===== config.mk =====
export PLATFORM = sky130hd
export DESIGN_NAME = acs_sequencer
export DESIGN_NICKNAME = d
export VERILOG_FILES = /design/src/acs_sequencer.v /design/src/acs_clk_gen.v /design/src/acs_sar.v
export VERILOG_INCLUDE_DIRS = /design/src
export SDC_FILE = /design/constraint.sdc
export NUM_CORES = 1
export LEC_CHECK = 0
export BUFFER_PORTS_ARGS = -buffer_cell sky130_fd_sc_hd__buf_2
export CAP_MARGIN = 30
export CORE_MARGIN = 2
export CORE_UTILIZATION = 35
export CTS_BUF_LIST = sky130_fd_sc_hd__clkbuf_4 sky130_fd_sc_hd__clkbuf_8
export DETAILED_ROUTE_END_ITERATION = 10
export GPL_TIMING_DRIVEN = 0
export PLACE_DENSITY = 0.6
export REMOVE_ABC_BUFFERS = 1
export SLEW_MARGIN = 20
export SYNTH_ARGS = -nofsm -noshare
export SYNTH_HDL_FRONTEND = slang
export SYNTH_SLANG_ARGS = --single-unit

===== constraint.sdc =====
create_clock -name ref_clk -period 4.21 [get_ports ref_clk]
set_input_delay 0.6315 -clock ref_clk [delete_from_list [all_inputs] [get_ports ref_clk]]
set_output_delay 0.6315 -clock ref_clk [all_outputs]
set_load 0.005 [all_outputs]

===== src/acs_defs.vh =====
// Register offsets, field positions, reset values and timing counts for the conversion sequencer
`ifndef ACS_DEFS_VH
`define ACS_DEFS_VH
// Register indices on the plain register port
`define ACS_ADDR_CTRL0      3'h0
`define ACS_ADDR_CTRL1      3'h1
`define ACS_ADDR_RES_HIGH   3'h2
`define ACS_ADDR_RES_LOW    3'h3
`define ACS_ADDR_FLAGS      3'h4
`define ACS_ADDR_IRQ_EN     3'h5
// conv_ctrl0 fields
`define ACS_C0_ENABLE       0
`define ACS_C0_GO           1
`define ACS_C0_CHAN_LSB     2
`define ACS_C0_CLK_LSB      6
// conv_ctrl1 fields
`define ACS_C1_REF_POS      4
`define ACS_C1_REF_NEG      5
`define ACS_C1_FORMAT       7
// Reset values
`define ACS_CTRL0_RESET     8'h00
`define ACS_CTRL1_RESET     8'h00
`define ACS_RESULT_RESET    10'h000
// Clock select codes
`define ACS_CLK_DIV2        3'h0
`define ACS_CLK_DIV8        3'h1
`define ACS_CLK_DIV32       3'h2
// Timing counts in bit periods
`define ACS_CONV_PERIODS    4'hB
`define ACS_ABORT_PERIODS   4'h2
`define ACS_RC_START_DELAY  4'h4
// Channel codes with special meaning
`define ACS_CHAN_CMP_REF    4'hE
`define ACS_CHAN_FIXED_REF  4'hF
`endif


===== src/acs_sequencer.v =====
// Conversion sequencer top: registers, start/complete/abort, sleep and trigger
// Summary of operation
// - Channel select field routes one analog input to the sample-and-hold.
// - Positive reference supply or external; negative ground or external, independently.
// - Clock select: div 2, div 8, div 32, or RC for codes x11.
// - Full conversion takes eleven bit periods, one decision in each of the last ten.
// - Divided clock follows system clock; RC source is independent.
// - Completion flag set on every conversion regardless of interrupt enable.
// - Enabled completion interrupt wakes a sleeping device.
// - Result presented left or right justified by format bit.
// - Converter works only when enabled; writing go starts conversion.
// - At completion: clear go, set flag, load result registers.
// - Clearing go mid-conversion aborts and keeps previous result.
// - After abort wait two bit periods, then acquisition restarts.
// - Reset returns registers to reset values and stops conversion.
// - With RC source, start delayed four extra bit periods.
// - Sleep with RC and interrupt off: converter off after completion.
// - Sleep with non-RC clock aborts conversion; converter stays off only while interrupt disabled.
// - Hardware trigger sets go and resets the trigger timer.
// - Codes 0-13 analog inputs, 14 comparator reference, 15 fixed reference.
// - Format 1 right justified; 0 left justified with top eight high.
// - Reference bits: 1 selects external pins, 0 supply or ground.
`timescale 1ns/10ps
`include "acs_defs.vh"
module acs_sequencer #(
   parameter WIDTH = 10                // Result width
) (
   input  wire             ref_clk,    // System clock, 25 MHz
   input  wire             rst_n,      // Async reset, active low
   input  wire             clk_en,     // Freezes all state while low
   input  wire [2:0]       reg_addr,   // Register index
   input  wire [7:0]       reg_wdata,  // Write data
   input  wire             reg_wr,     // Write strobe
   input  wire             reg_rd,     // Read strobe
   output reg  [7:0]       reg_rdata,  // Read data, cycle after strobe
   input  wire             rc_osc,     // Internal RC oscillator, async
   input  wire             sleep_req,  // Core is asleep, async level
   input  wire             evt_trig,   // Special event trigger pulse
   input  wire             cmp_hi,     // Comparator result, async
   output reg  [3:0]       chan_sel,   // Analog mux select
   output reg              ref_pos_ext,// Positive reference external
   output reg              ref_neg_ext,// Negative reference external
   output wire [WIDTH-1:0] dac_code,   // Trial code to the DAC
   output reg              sample_en,  // Sample-and-hold tracking
   output reg              analog_on,  // Converter powered
   output reg              timer_clr,  // Trigger timer reset pulse
   output reg              wake_req,   // Wake request to the core
   output wire             conv_done_flag // Completion flag
);
   // =====================================================================
   // State
   // =====================================================================
   localparam ST_IDLE  = 4'b0001;
   localparam ST_DELAY = 4'b0010;
   localparam ST_CONV  = 4'b0100;
   localparam ST_ABORT = 4'b1000;
   reg  [3:0]       state;
   reg  [3:0]       period_cnt;
   reg  [2:0]       conv_clk_sel;
   reg              conv_enable;
   reg              go;
   reg              result_format_sel;
   reg              done_flag;
   reg              conv_done_irq_en;
   reg  [WIDTH-1:0] result;
   reg              powered_down;
   reg  [2:0]       sleep_sync;
   reg              sleep_now;
   reg              div_restart;
   wire             bit_tick;
   wire [WIDTH-1:0] sar_mask;
   wire             rc_mode;
   wire             sar_load;
   wire             sar_step;
   wire             sw_go_set;
   wire             sw_go_clr;
   wire             finish;
   wire             sleep_abort;
   wire [7:0]       ctrl0_rd;
   wire [7:0]       res_high;
   wire [7:0]       res_low;
   assign rc_mode   = (conv_clk_sel[1:0] == 2'b11);
   assign sw_go_set = reg_wr && reg_addr == `ACS_ADDR_CTRL0 && reg_wdata[`ACS_C0_GO];
   assign sw_go_clr = reg_wr && reg_addr == `ACS_ADDR_CTRL0 && !reg_wdata[`ACS_C0_GO];
   assign finish    = (state == ST_CONV) && bit_tick && period_cnt == `ACS_CONV_PERIODS - 4'h1;
   // Non-RC clock cannot run in sleep, so the conversion is lost
   assign sleep_abort = sleep_now && !rc_mode && (state == ST_DELAY || state == ST_CONV);
   assign sar_load  = (state == ST_DELAY) && bit_tick && period_cnt == 4'h0;
   assign sar_step  = (state == ST_CONV) && bit_tick && period_cnt != 4'h0;
   assign conv_done_flag = done_flag;
   // =====================================================================
   // Submodules
   // =====================================================================
   acs_clk_gen u_clk (
      .ref_clk      (ref_clk),
      .rst_n        (rst_n),
      .clk_en       (clk_en),
      .conv_clk_sel (conv_clk_sel),
      .rc_osc       (rc_osc),
      .run          (state != ST_IDLE && !div_restart),
      .bit_tick     (bit_tick)
   );
   acs_sar #(.WIDTH(WIDTH)) u_sar (
      .ref_clk (ref_clk),
      .rst_n   (rst_n),
      .clk_en  (clk_en),
      .load    (sar_load),
      .step    (sar_step),
      .cmp_hi  (cmp_hi),
      .trial   (dac_code),
      .mask    (sar_mask)
   );
   // =====================================================================
   // Input synchronisers
   // =====================================================================
   always @(posedge ref_clk or negedge rst_n) begin
      if (!rst_n) begin
         sleep_sync <= 3'h0;
         sleep_now  <= 1'b0;
      end else if (clk_en) begin
         sleep_sync <= {sleep_sync[1:0], sleep_req};
         if (sleep_sync[1] == sleep_sync[2]) begin
            sleep_now <= sleep_sync[2];
         end
      end
   end
   // =====================================================================
   // Registers and sequencer
   // =====================================================================
   always @(posedge ref_clk or negedge rst_n) begin
      if (!rst_n) begin
         state             <= ST_IDLE;
         period_cnt        <= 4'h0;
         conv_clk_sel      <= 3'h0;
         chan_sel          <= 4'h0;
         conv_enable       <= 1'b0;
         go                <= 1'b0;
         result_format_sel <= 1'b0;
         ref_pos_ext       <= 1'b0;
         ref_neg_ext       <= 1'b0;
         done_flag         <= 1'b0;
         conv_done_irq_en  <= 1'b0;
         result            <= `ACS_RESULT_RESET;
         powered_down      <= 1'b0;
         timer_clr         <= 1'b0;
         wake_req          <= 1'b0;
         div_restart       <= 1'b0;
      end else if (clk_en) begin
         timer_clr <= 1'b0;
         wake_req  <= 1'b0;
         div_restart <= 1'b0;
         if (reg_wr && reg_addr == `ACS_ADDR_CTRL0) begin
            conv_clk_sel <= {1'b0, reg_wdata[`ACS_C0_CLK_LSB+1:`ACS_C0_CLK_LSB]};
            chan_sel     <= reg_wdata[`ACS_C0_CHAN_LSB+3:`ACS_C0_CHAN_LSB];
            conv_enable  <= reg_wdata[`ACS_C0_ENABLE];
         end
         if (reg_wr && reg_addr == `ACS_ADDR_CTRL1) begin
            result_format_sel <= reg_wdata[`ACS_C1_FORMAT];
            ref_pos_ext       <= reg_wdata[`ACS_C1_REF_POS];
            ref_neg_ext       <= reg_wdata[`ACS_C1_REF_NEG];
         end
         if (reg_wr && reg_addr == `ACS_ADDR_IRQ_EN) begin
            conv_done_irq_en <= reg_wdata[0];
         end
         // Completion sets the flag even in the cycle software clears it
         if (finish) begin
            done_flag <= 1'b1;
         end else if (reg_wr && reg_addr == `ACS_ADDR_FLAGS && !reg_wdata[0]) begin
            done_flag <= 1'b0;
         end
         if (!sleep_now || conv_done_irq_en) begin
            powered_down <= 1'b0;
         end
         case (state)
            ST_IDLE: begin
               period_cnt <= 4'h0;
               if ((sw_go_set || evt_trig) && conv_enable) begin
                  go         <= 1'b1;
                  timer_clr  <= evt_trig;
                  state      <= ST_DELAY;
                  period_cnt <= rc_mode ? `ACS_RC_START_DELAY : 4'h0;
               end else if (sw_go_clr) begin
                  go <= 1'b0;
               end
            end
            ST_DELAY: begin
               if (sw_go_clr || !conv_enable || sleep_abort) begin
                  go         <= 1'b0;
                  state      <= ST_ABORT;
                  period_cnt <= 4'h0;
                  powered_down <= sleep_abort;
                  div_restart <= 1'b1;
               end else if (bit_tick) begin
                  if (period_cnt == 4'h0) begin
                     state <= ST_CONV;
                  end else begin
                     period_cnt <= period_cnt - 4'h1;
                  end
               end
            end
            ST_CONV: begin
               if (sw_go_clr || !conv_enable || sleep_abort) begin
                  go           <= 1'b0;
                  state        <= ST_ABORT;
                  period_cnt   <= 4'h0;
                  powered_down <= sleep_abort;
                  div_restart  <= 1'b1;
               end else if (finish) begin
                  go     <= 1'b0;
                  state  <= ST_IDLE;
                  // Comparator settles on our own trial code, so it is taken like same-clock logic
                  result <= (dac_code & ~sar_mask) | (cmp_hi ? sar_mask : {WIDTH{1'b0}});
                  wake_req <= sleep_now && conv_done_irq_en;
                  powered_down <= sleep_now && rc_mode && !conv_done_irq_en;
               end else if (bit_tick) begin
                  period_cnt <= period_cnt + 4'h1;
               end
            end
            ST_ABORT: begin
               // Divider restarted on entry, so with a divided clock both waits are whole periods
               if (bit_tick && !div_restart) begin
                  if (period_cnt == `ACS_ABORT_PERIODS - 4'h1) begin
                     state <= ST_IDLE;
                  end else begin
                     period_cnt <= period_cnt + 4'h1;
                  end
               end
            end
            default: begin
               state <= ST_IDLE;
            end
         endcase
      end
   end
   // =====================================================================
   // Analog control and result formatting
   // =====================================================================
   always @* begin
      analog_on = conv_enable && !powered_down;
      sample_en = analog_on && state == ST_IDLE;
   end
   assign res_high = result_format_sel ? {6'h00, result[9:8]} : result[9:2];
   assign res_low  = result_format_sel ? result[7:0] : {result[1:0], 6'h00};
   assign ctrl0_rd = {conv_clk_sel[1:0], chan_sel, go, conv_enable};
   // =====================================================================
   // Read port
   // =====================================================================
   always @(posedge ref_clk or negedge rst_n) begin
      if (!rst_n) begin
         reg_rdata <= 8'h00;
      end else if (clk_en) begin
         if (!reg_rd) begin
            reg_rdata <= 8'h00;
         end else if (reg_addr == `ACS_ADDR_CTRL0) begin
            reg_rdata <= ctrl0_rd;
         end else if (reg_addr == `ACS_ADDR_CTRL1) begin
            reg_rdata <= {result_format_sel, 1'b0, ref_neg_ext, ref_pos_ext, 4'h0};
         end else if (reg_addr == `ACS_ADDR_RES_HIGH) begin
            reg_rdata <= res_high;
         end else if (reg_addr == `ACS_ADDR_RES_LOW) begin
            reg_rdata <= res_low;
         end else if (reg_addr == `ACS_ADDR_FLAGS) begin
            reg_rdata <= {7'h00, done_flag};
         end else if (reg_addr == `ACS_ADDR_IRQ_EN) begin
            reg_rdata <= {7'h00, conv_done_irq_en};
         end else begin
            reg_rdata <= 8'h00;
         end
      end
   end
endmodule


===== src/acs_clk_gen.v =====
// Bit-period tick generator: divided system clock or internal RC tick
`timescale 1ns/10ps
`include "acs_defs.vh"
module acs_clk_gen (
   input  wire       ref_clk,      // System clock
   input  wire       rst_n,        // Async reset, active low
   input  wire       clk_en,       // Clock enable
   input  wire [2:0] conv_clk_sel, // Conversion clock select
   input  wire       rc_osc,       // Internal RC oscillator, async
   input  wire       run,          // Restarts divider while low
   output reg        bit_tick      // One pulse per bit period
);
   reg  [4:0] div_cnt;
   reg  [2:0] rc_sync;
   reg        rc_seen;
   wire       rc_mode;
   reg  [4:0] div_top;
   assign rc_mode = (conv_clk_sel[1:0] == 2'b11);
   always @* begin
      if (conv_clk_sel == `ACS_CLK_DIV2) begin
         div_top = 5'h01;
      end else if (conv_clk_sel == `ACS_CLK_DIV8) begin
         div_top = 5'h07;
      end else begin
         div_top = 5'h1F;
      end
   end
   // RC tick: one per rising edge seen once stages 2 and 3 agree
   always @(posedge ref_clk or negedge rst_n) begin
      if (!rst_n) begin
         div_cnt  <= 5'h00;
         rc_sync  <= 3'h0;
         rc_seen  <= 1'b0;
         bit_tick <= 1'b0;
      end else if (clk_en) begin
         rc_sync <= {rc_sync[1:0], rc_osc};
         if (rc_sync[1] == rc_sync[2]) begin
            rc_seen <= rc_sync[2];
         end
         if (rc_mode) begin
            div_cnt  <= 5'h00;
            bit_tick <= run && (rc_sync[1] == rc_sync[2]) && rc_sync[2] && !rc_seen;
         end else if (!run || div_cnt == div_top) begin
            div_cnt  <= 5'h00;
            bit_tick <= run;
         end else begin
            div_cnt  <= div_cnt + 5'h01;
            bit_tick <= 1'b0;
         end
      end
   end
endmodule


===== src/acs_sar.v =====
// Successive approximation register: one bit decision per bit period
`timescale 1ns/10ps
module acs_sar #(
   parameter WIDTH = 10            // Result width
) (
   input  wire             ref_clk, // System clock
   input  wire             rst_n,   // Async reset, active low
   input  wire             clk_en,  // Clock enable
   input  wire             load,    // Start a new approximation
   input  wire             step,    // Make one bit decision
   input  wire             cmp_hi,  // Comparator: input above trial
   output reg  [WIDTH-1:0] trial,   // Trial code to the DAC
   output reg  [WIDTH-1:0] mask     // Bit being decided
);
   wire [WIDTH-1:0] mask_up;       // Mask of the next lower bit
   assign mask_up = {1'b0, mask[WIDTH-1:1]};
   genvar i;
   generate
      for (i = 0; i < WIDTH; i = i + 1) begin : g_bit
         always @(posedge ref_clk or negedge rst_n) begin
            if (!rst_n) begin
               trial[i] <= 1'b0;
               mask[i]  <= 1'b0;
            end else if (clk_en) begin
               if (load) begin
                  trial[i] <= (i == WIDTH-1);
                  mask[i]  <= (i == WIDTH-1);
               end else if (step) begin
                  if (mask[i]) begin
                     trial[i] <= cmp_hi;
                  end
                  if (mask_up[i]) begin
                     trial[i] <= 1'b1;
                  end
                  mask[i] <= mask_up[i];
               end
            end
         end
      end
   endgenerate
endmodule


==> summary.md, run 1 <==
| Metric | Value |
|---|---|
| Status | `complete, no violations` |
| Clk slew on worst S/H paths | `0.08 ns` |
| Tmin final | `2.76 ns` |
| Top-area cell type share of the netlist area | `45.4%` |
| Via count | `3456` |
| Slowest cell on crit path | `or4_1` |
| Crit path max-delay family | `simple AND/OR/NAND/NOR gates` |
| CTS Buffer Depth | `2` |
| Root Buffer | `clkbuf_8` |
| Post-synth cell types | `69` |
| Number of synthesized flops with an enable pin | `0` |
| Int Power | `1.43 mW` |
| Max Fanout on Critical Path | `12` |
| Die X | `113 µm` |
| Placed Area | `0.00456 mm²` |
| Fin worst setup slack | `1.45 ns` |
| Relative slew slack | `46.7%` |
| HP Class | `in2async` |
| TritonCTS Buffers | `9` |
| Synth cell count leaders | `dfrtp_1 (76), a21oi_1 (35), o21ai_0 (32)` |
| Crit-path cells | `xnor2_1 > nor4_2 > o31ai_1 > or4_1 > mux2_4` |
| CORE AREA | `0.0116 mm²` |
| GRT overflow | `0` |
| Crit. End Element | `register` |
| Met1 Use GR | `23.2%` |
| VDD IR-drop max | `0.213 mV` |
| Final Util | `41.1%` |
| Post-synth top area cell | `dfrtp_1` |
| Clk pwr share | `23.4%` |
| Leakage | `2.10 nW` |
| Starting Density | `36.2%` |
| Yosys warns | `0` |
| Top Usage Layer GRT | `met2` |
| Detailed Place HPWL | `7280 µm` |
| Number of DRC markers in iteration 0 | `183` |
| Startpoint types | `register` |
| Crit Path Category | `reg2reg` |
| Count of input and output buffers | `48` |
| Max Slew Vio Count | `0` |
| Site Rows | `39` |
| Critical path arrival | `2.99 ns` |
| Number of remaining DRC errors | `0` |
| Area contributors post-synth | `dfrtp_1 (45%), mux2_2 (4.6%), a21oi_1 (4.2%), mux2i_1 (3.8%), o21ai_0 (3.8%)` |
| Max-Cap Viols | `0` |
| Final instance area | `0.00476 mm²` |
| Post-CTS setup buffers | `0` |
| Post-synth ARST share | `100%` |
| Boundary Pins | `49` |
| Mapped Cells | `416` |
| Clock skew | `0.0112 ns` |
| Ys flop type | `dfrtp_1` |
| Post-Route WL | `10300 µm` |
| RSZ-0062 raised after global routing | `false` |
| Nets | `479` |
| Gate power share | `31.0%` |
| Slowest stage delay, CP | `0.71 ns` |
| Final GP Congestion | `0.891` |
| CTS resizes | `0` |
| Met2 GRT Util | `26.3%` |
| Antenna violations before repair | `0` |
| Flops & latches, synth | `77` |
| Switching power share of the total | `38.2%` |
| Die ar. | `0.0129 mm²` |
| Layout cells sized above 1 | `22.0%` |
| Mean Syn Cell Area | `10.1 µm²` |
| CTS sink cnt | `77` |
| GRT Util Overall | `16.7%` |
| Vias in the first global route | `3346` |
| Net Switching | `0.885 mW` |
| Number of fill cells | `1127` |
| Final ANT Viol Nets | `0` |
| Vias per cell | `5.74` |
| Largest net degree at the start of global routing | `52` |
| Register area share after synthesis | `46.0%` |
| Register-to-register setup slack | `1.45 ns` |
| GR Util met3 | `4.30%` |
| Synth Cell Area | `0.00419 mm²` |
| Hold buffers post-CTS | `0` |
| Max Freq | `0.363 GHz` |
| CTS tree | `built` |
| Final Hold Fails | `0` |
| Ant. Diodes | `0` |
| Buf+Inv Stages, Crit Path | `0` |
| First-pass GRT wire length | `17300 µm` |
| Setup_tns | `0 ns` |
| Fin crit share | `65.5%` |
| Worst Path Required | `4.45 ns` |
| Seq pwr share | `45.6%` |
| Worst slew pin tran | `0.792 ns` |
| Hold Slack | `0.190 ns` |
| Die Y | `113 µm` |
| Pwr per Cell Area | `487 mW/mm²` |
| Top-count cell post-synth | `dfrtp_1` |
| DR WL/cell | `17.1 µm` |
| Level count of the clock H-tree | `3` |
| Clk Latency, worst-skew pair | `0.36 ns` |
| DP Worst Slack | `1.15 ns` |
| Final setup violation count | `0` |
| Area grow syn2layout | `13.5%` |
| DRT Pass-1 Iters | `4` |
[layer usage]
metal	vias to the layer above	wire, µm	share of wire, %
met5	-	0	0
met4	0	131	1.3
met1	1677	4670	45
met3	12	547	5.3
met2	120	4960	48
li1	1647	-	-
[state kept, by name, indices dropped and copies added (netlist names), 3 cells and up]
| signal | count |
|---|---|
| state | 4 |
| result | 10 |
| u_sar.mask | 10 |
| sleep_sync | 3 |
| period_cnt | 4 |
| u_sar.trial | 10 |
| reg_rdata | 8 |
| chan_sel | 4 |
| u_clk.div_cnt | 5 |
| u_clk.rc_sync | 3 |
[cell usage in the layout (no fill, tap or decap), types with 5 or more instances in the layout]
master	Yosys	layout
buf_2	2	47
mux2_2	17	17
nand3_1	8	8
mux2i_1	16	16
clkbuf_8	0	11
dfrtp_1	76	76
ha_1	5	5
o2bb2ai_1	10	10
a22o_1	9	9
a21oi_1	35	35
o21ai_0	32	31
nand2b_1	6	6
nor2_1	30	30
inv_1	18	18
and2_1	8	8
nor3_1	5	5
o2111ai_1	5	5
nand2_1	17	17
nor2b_1	5	5
[cells by family after synthesis]
group / synth area share, %
buf+inv: 3.82
mux: 8.75
simple gates: 14.8
fa+ha+maj: 1.49
compound gates: 24.7
xor+xnor: 0.418
flops: 46.0
[power by group through the flow]
stage / Clock [mW] / Sequential, mW / Combinational [mW]
finish: 0.542 / 1.06 / 0.718
global route: 0.600 / 1.08 / 0.812
CTS: 0.562 / 1.05 / 0.712
detailed placement: 0 / 1.07 / 0.710
global placement: 0 / 1.06 / 0.691
floorplan: 0 / 1.01 / 0.501
[area by class of cell]
class | count | area [µm²] | area share [%]
clock buffers | 12 | 159 | 3.34
clock inverters | 4 | 31.3 | 0.658
inverters | 18 | 67.6 | 1.42
multi-input cells | 297 | 2110 | 44.3
flip-flops and latches | 77 | 1930 | 40.5
well taps | 143 | 179 | 3.76
repair buffers | 51 | 283 | 5.94
[stage by stage]
stage               total power [mW]  instances
floorplan                       1.51        392
global placement                1.75        583
detailed placement              1.78        585
CTS                             2.33        601
global route                    2.49        602
finish                          2.32        602
[path summary, 6_finish.rpt]
path	start	to	depth (start not counted)
worst max register to register	state[2]	state[2]	5
min in group ref_clk	reg_rdata[0]	reg_rdata[0]	2
worst min register to register	reg_rdata[0]	reg_rdata[0]	2
worst min-delay path	rst_n	powered_down	1
worst max-delay path	state[2]	state[2]	5
max in group asynchronous	rst_n	u_sar.mask[8]	2
No activity file was read; power rests on OpenSTA's default activity.
==> run 2: changes to the inputs <==
--- a/config.mk
+++ b/config.mk
@@ -13,7 +13,7 @@
 export CTS_BUF_LIST = sky130_fd_sc_hd__clkbuf_4 sky130_fd_sc_hd__clkbuf_8
 export DETAILED_ROUTE_END_ITERATION = 10
 export GPL_TIMING_DRIVEN = 0
-export PLACE_DENSITY = 0.6
+export PLACE_DENSITY = 0.62
 export REMOVE_ABC_BUFFERS = 1
 export SLEW_MARGIN = 20
 export SYNTH_ARGS = -nofsm -noshare
==> constraint.sdc (replaced) <==
create_clock -name ref_clk -period 2.21 [get_ports ref_clk]
set_input_delay 0.3315 -clock ref_clk [delete_from_list [all_inputs] [get_ports ref_clk]]
set_output_delay 0.3315 -clock ref_clk [all_outputs]
set_load 0.005 [all_outputs]
==> summary.md, run 2 (synthesized netlist as in run 1, its figures left out) <==
| Metric | Value |
|---|---|
| Worst slew pin tran | `0.733 ns (-0.0590 ns)` |
| Biggest registers after layout | `result: 10 flops, u_sar.mask: 10 flops, u_sar.trial: 10 flops` |
| Number of DRC markers in iteration 0 | `222 (+21%)` |
| Buf+Inv Stages, Crit Path | `1 (+1)` |
| Critical path arrival | `2.55 ns (-0.44 ns)` |
| Clk Latency, worst-skew pair | `0.36 ns (about the same)` |
| Antenna violations before repair | `0 (unchanged)` |
| HP Class | `in2reg` |
| Register Area | `0.00194 mm² (+0.52%)` |
| DR WL/cell | `17.2 µm (+0.36%)` |
| Boundary Pins | `49 (unchanged)` |
| Area of the multi-input gates | `0.00225 mm² (+6.5%)` |
| Max-Cap Viols | `0 (unchanged)` |
| First-pass GRT wire length | `17600 µm (+1.8%)` |
| Crit Path Category | `reg2reg` |
| Violated checks | `negative setup slack` |
| VDD IR-drop max | `0.434 mV (+100%)` |
| Fin crit share | `104% (+39 points)` |
| Via count | `3525 (+2.0%)` |
| Layout cells sized above 1 | `28.3% (+6.3 points)` |
| Met2 GRT Util | `26.9% (+0.52 points)` |
| Root Buffer | `clkbuf_8` |
| Vias per cell | `5.72 (-0.32%)` |
| Number of fill cells | `1078 (-4.3%)` |
| Fin worst setup slack | `-0.0898 ns (-1.54 ns)` |
| Met1 Use GR | `23.9% (+0.74 points)` |
| Startpoint types | `register` |
| Final Hold Fails | `0 (unchanged)` |
| Largest net degree at the start of global routing | `43 (-17%)` |
| Site Rows | `39 (unchanged)` |
| Final GP Congestion | `0.867 (-2.7%)` |
| Final setup violation count | `6 (+6)` |
| Most frequent cells in the layout | `dfrtp_1 (71), buf_2 (47), a21oi_1 (35)` |
| Die ar. | `0.0129 mm² (unchanged)` |
| Nets | `493 (+2.9%)` |
| Status | `finished with violations` |
| Top Usage Layer GRT | `met2` |
| Die X | `113 µm (unchanged)` |
| Leakage | `2.22 nW (+5.7%)` |
| GRT Util Overall | `17.0% (+0.24 points)` |
| Crit. End Element | `register` |
| Crit-path cells | `inv_2 > ha_4 > or3b_4 > o311a_1 > or4_4 > mux2_4` |
| Slowest stage delay, CP | `0.59 ns (-0.12 ns)` |
| Clock skew | `0.0112 ns (+0.0000476 ns)` |
| Final Power | `5.08 mW (+120%)` |
| Detailed Place HPWL | `7210 µm (-0.87%)` |
| Vias in the first global route | `3412 (+2.0%)` |
| Max Slew Vio Count | `0 (unchanged)` |
| Relative slew slack | `51.1% (+4.4 points)` |
| Tmin final | `2.30 ns (-0.457 ns)` |
| Pwr per Cell Area | `1000 mW/mm² (+110%)` |
| CTS tree | `built` |
| Crit path max-delay family | `simple AND/OR/NAND/NOR gates` |
| Number of remaining DRC errors | `0 (unchanged)` |
| GR Util met3 | `3.08% (-1.2 points)` |
| Die Y | `113 µm (unchanged)` |
| Max Freq | `0.435 GHz (+20%)` |
| GRT overflow | `0 (unchanged)` |
| Placed Area | `0.00456 mm² (unchanged)` |
| Final ANT Viol Nets | `0 (unchanged)` |
| DRT Pass-1 Iters | `4 (unchanged)` |
| RSZ-0062 raised after global routing | `true` |
| Level count of the clock H-tree | `3 (unchanged)` |
| # placed instances | `586 (+0.17%)` |
| CTS sink cnt | `77 (unchanged)` |
| CORE AREA | `0.0116 mm² (unchanged)` |
| Non-filler instance count after layout | `616 (+2.3%)` |
| CTS Buffer Depth | `2 (unchanged)` |
| Starting Density | `36.2% (unchanged)` |
| Area grow syn2layout | `20.7%` |
| Most common cell after layout, fill and taps aside | `dfrtp_1` |
| Count of input and output buffers | `48 (unchanged)` |
| Worst Path Required | `2.46 ns (-1.99 ns)` |
| Final instance area | `0.00506 mm² (+6.3%)` |
| TritonCTS Buffers | `9 (unchanged)` |
| Post-Route WL | `10600 µm (+2.7%)` |
| Clk slew on worst S/H paths | `0.09 ns (about the same)` |
| Ant. Diodes | `0 (unchanged)` |
| Max Fanout on Critical Path | `3 (-9)` |
| Slowest cell on crit path | `or4_4` |
| Setup_tns | `-0.229 ns (-0.229 ns)` |
| Hold Slack | `0.191 ns (+0.00179 ns)` |
## run 2: final timing paths
check	from	endpoint	slack [ns]	cells past startpoint
worst max-delay path	period_cnt[1]	state[2]	-0.09	6
worst min-delay path	sleep_req	sleep_sync[0]	0.19	2
worst max register to register	period_cnt[1]	state[2]	-0.09	6
worst min register to register	reg_rdata[6]	reg_rdata[6]	0.49	1
max in group asynchronous	rst_n	period_cnt[0]	1.16	3
min in group asynchronous	rst_n	chan_sel[3]	0.45	2
## run 2: repair_timing
item,in CTS,in global routing
hold buffers,1,0
pin swaps,7,5
gates resized for setup,23,13
setup buffers,4,9
endpoints found under the setup margin,41,24
endpoints found under the hold margin,34,0
## run 2: power breakdown
part / switching, mW / total (mW) / leakage, nW / internal [mW]
logic: 0.902 / 1.78 / 1.10 / 0.877
registers: 0.405 / 2.06 / 1.01 / 1.66
clock network: 0.586 / 1.24 / 0.112 / 0.654
## run 2: layout make-up
| type | instances | share of cell area, % |
|---|---|---|
| clock inverter | 7 | 2.08 |
| clock buffer | 9 | 2.45 |
| sequential | 77 | 38.3 |
| multi-input combinational | 297 | 44.4 |
| timing repair buffer | 65 | 7.87 |
| tap | 143 | 3.54 |
| inverter | 18 | 1.34 |
## run 2: per-layer routing
| metal | wire length, µm | up-vias |
|---|---|---|
| met5 | 0 | - |
| met4 | 169 | 0 |
| met3 | 374 | 15 |
| met2 | 5060 | 83 |
| met1 | 4980 | 1751 |
| li1 | - | 1676 |
## run 2: worst register-to-register path: stages (launching register included)
cell and delay [ns]:
dfrtp_1 0.39, inv_2 0.09, ha_4 0.12, or3b_4 0.38, o311a_1 0.32, or4_4 0.59, mux2_4 0.32
## run 2: through the flow
step | util, % | setup WS (ns)
final | 43.7 | -0.0898
after global routing | 43.7 | -0.106
after CTS | 42.5 | -0.0648
after detailed placement | 39.4 | -0.558
after global placement | 39.1 | -0.828
after floorplan | - | -0.245
==> run 3: changes to the inputs <==
--- a/config.mk
+++ b/config.mk
@@ -13,7 +13,7 @@
 export CTS_BUF_LIST = sky130_fd_sc_hd__clkbuf_4 sky130_fd_sc_hd__clkbuf_8
 export DETAILED_ROUTE_END_ITERATION = 10
 export GPL_TIMING_DRIVEN = 0
-export PLACE_DENSITY = 0.62
+export PLACE_DENSITY_LB_ADDON = 0.05
 export REMOVE_ABC_BUFFERS = 1
 export SLEW_MARGIN = 20
 export SYNTH_ARGS = -nofsm -noshare
==> summary.md, run 3 (synthesized netlist as in run 1, its figures left out) <==
| Metric | Value |
|---|---|
| Status | `finished with violations` |
| Violated checks | `negative setup slack` |
| CORE AREA | `0.0116 mm² (unchanged)` |
| Detailed Place HPWL | `7520 µm (+4.3%)` |
| Seq pwr share | `41.2% (+0.6 points)` |
| Vias per cell | `5.63 (-1.6%)` |
| Clk pwr share | `22.5% (-1.9 points)` |
| Net Switching | `1.84 mW (-2.9%)` |
| Crit-path cells | `xnor2_2 > nor4_4 > o31ai_2 > or4_4 > mux2_4` |
| Slowest stage delay, CP | `0.62 ns (+0.03 ns)` |
| CTS Buffer Depth | `2 (unchanged)` |
| Site Rows | `39 (unchanged)` |
| Final setup violation count | `2 (-4)` |
| Gate power share | `36.4% (+1.4 points)` |
| Worst setup endpoint | `state[2]` |
| Startpoint types | `register` |
| Crit Path Category | `reg2reg` |
| Int Power | `3.10 mW (-2.8%)` |
| Vias in the first global route | `3412 (unchanged)` |
| Max Fanout on Critical Path | `12 (+9)` |
| Die ar. | `0.0129 mm² (unchanged)` |
| Clk Latency, worst-skew pair | `0.36 ns (about the same)` |
| GRT Util Overall | `18.0% (+1.0 points)` |
| Worst setup startpoint | `state[2]` |
| Boundary Pins | `49 (unchanged)` |
| Number of fill cells | `1126 (+4.5%)` |
| Area grow syn2layout | `20.7% (about the same)` |
| Clk slew on worst S/H paths | `0.08 ns (about the same)` |
| R2r worst-path depth | `5 (-1)` |
| Max Freq | `0.445 GHz (+2.3%)` |
| Root Buffer | `clkbuf_8` |
| DP Worst Slack | `-0.569 ns (-0.0118 ns)` |
| Ant. Diodes | `0 (unchanged)` |
| Die X | `113 µm (unchanged)` |
| RR Startpoint | `state[2]` |
| Nets | `500 (+1.4%)` |
| Post-Route WL | `11200 µm (+5.5%)` |
| CTS tree | `built` |
| Biggest registers after layout | `result: 10 flops, u_sar.mask: 10 flops, u_sar.trial: 10 flops` |
| Hold Slack | `0.197 ns (+0.00566 ns)` |
| RSZ-0062 raised after global routing | `true` |
| Via count | `3508 (-0.48%)` |
| Fin crit share | `102% (-2.4 points)` |
| Worst reg2reg endpoint | `state[2]` |
| Starting Density | `36.2% (unchanged)` |
| Most common cell after layout, fill and taps aside | `dfrtp_1` |
| GRT overflow | `0 (unchanged)` |
| Crit. End Element | `register` |
| Worst Path Required | `2.46 ns (about the same)` |
| Worst Hold Depth | `2 (unchanged)` |
| Largest net degree at the start of global routing | `43 (unchanged)` |
| TritonCTS Buffers | `9 (unchanged)` |
| Pwr per Cell Area | `976 mW/mm² (-2.9%)` |
| Critical path arrival | `2.50 ns (-0.05 ns)` |
| Count of input and output buffers | `48 (unchanged)` |
| Non-filler instance count after layout | `623 (+1.1%)` |
| Die Y | `113 µm (unchanged)` |
| DRT Pass-1 Iters | `4 (unchanged)` |
| Clock skew | `0.00941 ns (-0.00179 ns)` |
| # placed instances | `587 (+0.17%)` |
| Relative slew slack | `49.3% (-1.7 points)` |
| Switching power share of the total | `37.2% (about the same)` |
| Leakage | `2.24 nW (+0.83%)` |
| Register-to-register setup slack | `-0.04 ns (+0.05 ns)` |
| CTS sink cnt | `77 (unchanged)` |
| Final ANT Viol Nets | `0 (unchanged)` |
| Slowest cell on crit path | `or4_4` |
| VDD IR-drop max | `0.534 mV (+23%)` |
| Final Util | `43.8% (about the same)` |
| DR WL/cell | `17.9 µm (+4.3%)` |
| Tmin final | `2.25 ns (-0.0523 ns)` |
| Final GP Congestion | `0.829 (-4.3%)` |
| Number of DRC markers in iteration 0 | `163 (-27%)` |
| Number of remaining DRC errors | `0 (unchanged)` |
| HP Class | `in2reg` |
| Max Slew Vio Count | `0 (unchanged)` |
| Level count of the clock H-tree | `3 (unchanged)` |
| Max-Cap Viols | `0 (unchanged)` |
| Antenna violations before repair | `0 (unchanged)` |
| Layout cells sized above 1 | `29.8% (+1.5 points)` |
| Most frequent cells in the layout | `dfrtp_1 (72), buf_2 (49), a21oi_1 (35)` |
| First-pass GRT wire length | `18300 µm (+3.9%)` |
| Final Hold Fails | `0 (unchanged)` |
| Worst slew pin tran | `0.759 ns (+0.0257 ns)` |
| Fin worst setup slack | `-0.0375 ns (+0.0523 ns)` |
[run 3: cell count changes in the layout (fill, tap and decap cells not counted), sizes merged]
| cell | delta |
|---|---|
| clkbuf | +3 |
| inv | -3 |
| buf | +7 |
| bufinv | -1 |
| clkinv | +1 |
[run 3: worst max-delay path, delay by kind of cell, from the launching register on]
| kind | cells | cell delay [ns] |
|---|---|---|
| flip-flops | 1 | 0.51 |
| AND/OR/NAND/NOR | 2 | 0.97 |
| XOR/XNOR | 1 | 0.21 |
| multiplexers | 1 | 0.32 |
| AO/OA/AOI/OAI | 1 | 0.12 |
[run 3: layer usage]
metal  vias to the layer above  global-route usage [%]  part of all wire [%]
li1                       1681                       -                     -
met1                      1741                    25.2                    48
met2                        71                    28.5                    47
met3                        15                    3.24                   3.4
met4                         0                    5.93                   1.5
met5                         -                       0                     0
[run 3: what timing repair did]
item / in CTS / in global routing
endpoints found under the hold margin: 34 / 0
pin swaps: 5 / 4
gates resized for setup: 22 / 12
hold buffers: 1 / 0
setup buffers: 7 / 12
endpoints found under the setup margin: 44 / 22
[run 3: how the worst min path moves through the flow]
stage | startpoint | to
3_5_place_dp | rst_n | period_cnt[3]
6_report | sleep_req | sleep_sync[0]
2_1_floorplan | rst_n | chan_sel[0]
3_3_place_gp | reg_rdata[0] | reg_rdata[0]
5_1_grt | sleep_req | sleep_sync[0]
4_1_cts | sleep_req | sleep_sync[0]
[run 3: layout make-up]
cell class / count / area, µm² / share of cell area [%]
Inverter: 18 / 67.6 / 1.34
Sequential cell: 77 / 1940 / 38.3
Clock inverter: 4 / 47.5 / 0.940
Multi-Input combinational cell: 297 / 2230 / 44.1
Clock buffer: 12 / 153 / 3.02
Tap cell: 143 / 179 / 3.54
Timing Repair Buffer: 72 / 440 / 8.70
[run 3: power groups by stage]
stage	clock (mW)	combinational (mW)	sequential, mW
finish	1.11	1.80	2.03
CTS	1.15	1.56	2.03
floorplan	0	0.955	1.93
global route	1.22	1.98	2.08
detailed placement	0	1.35	2.04
global placement	0	1.34	2.04
[run 3: through the flow]
stage / instance area [µm²] / power, mW / TNS [ns]
final: 5060 / 4.94 / -0.0560
after global routing: 5060 / 5.27 / -0.437
after CTS: 4920 / 4.75 / -0.0771
after detailed placement: 4570 / 3.39 / -10.0
after global placement: 4520 / 3.38 / -18.29
after floorplan: 4100 / 2.88 / -1.30
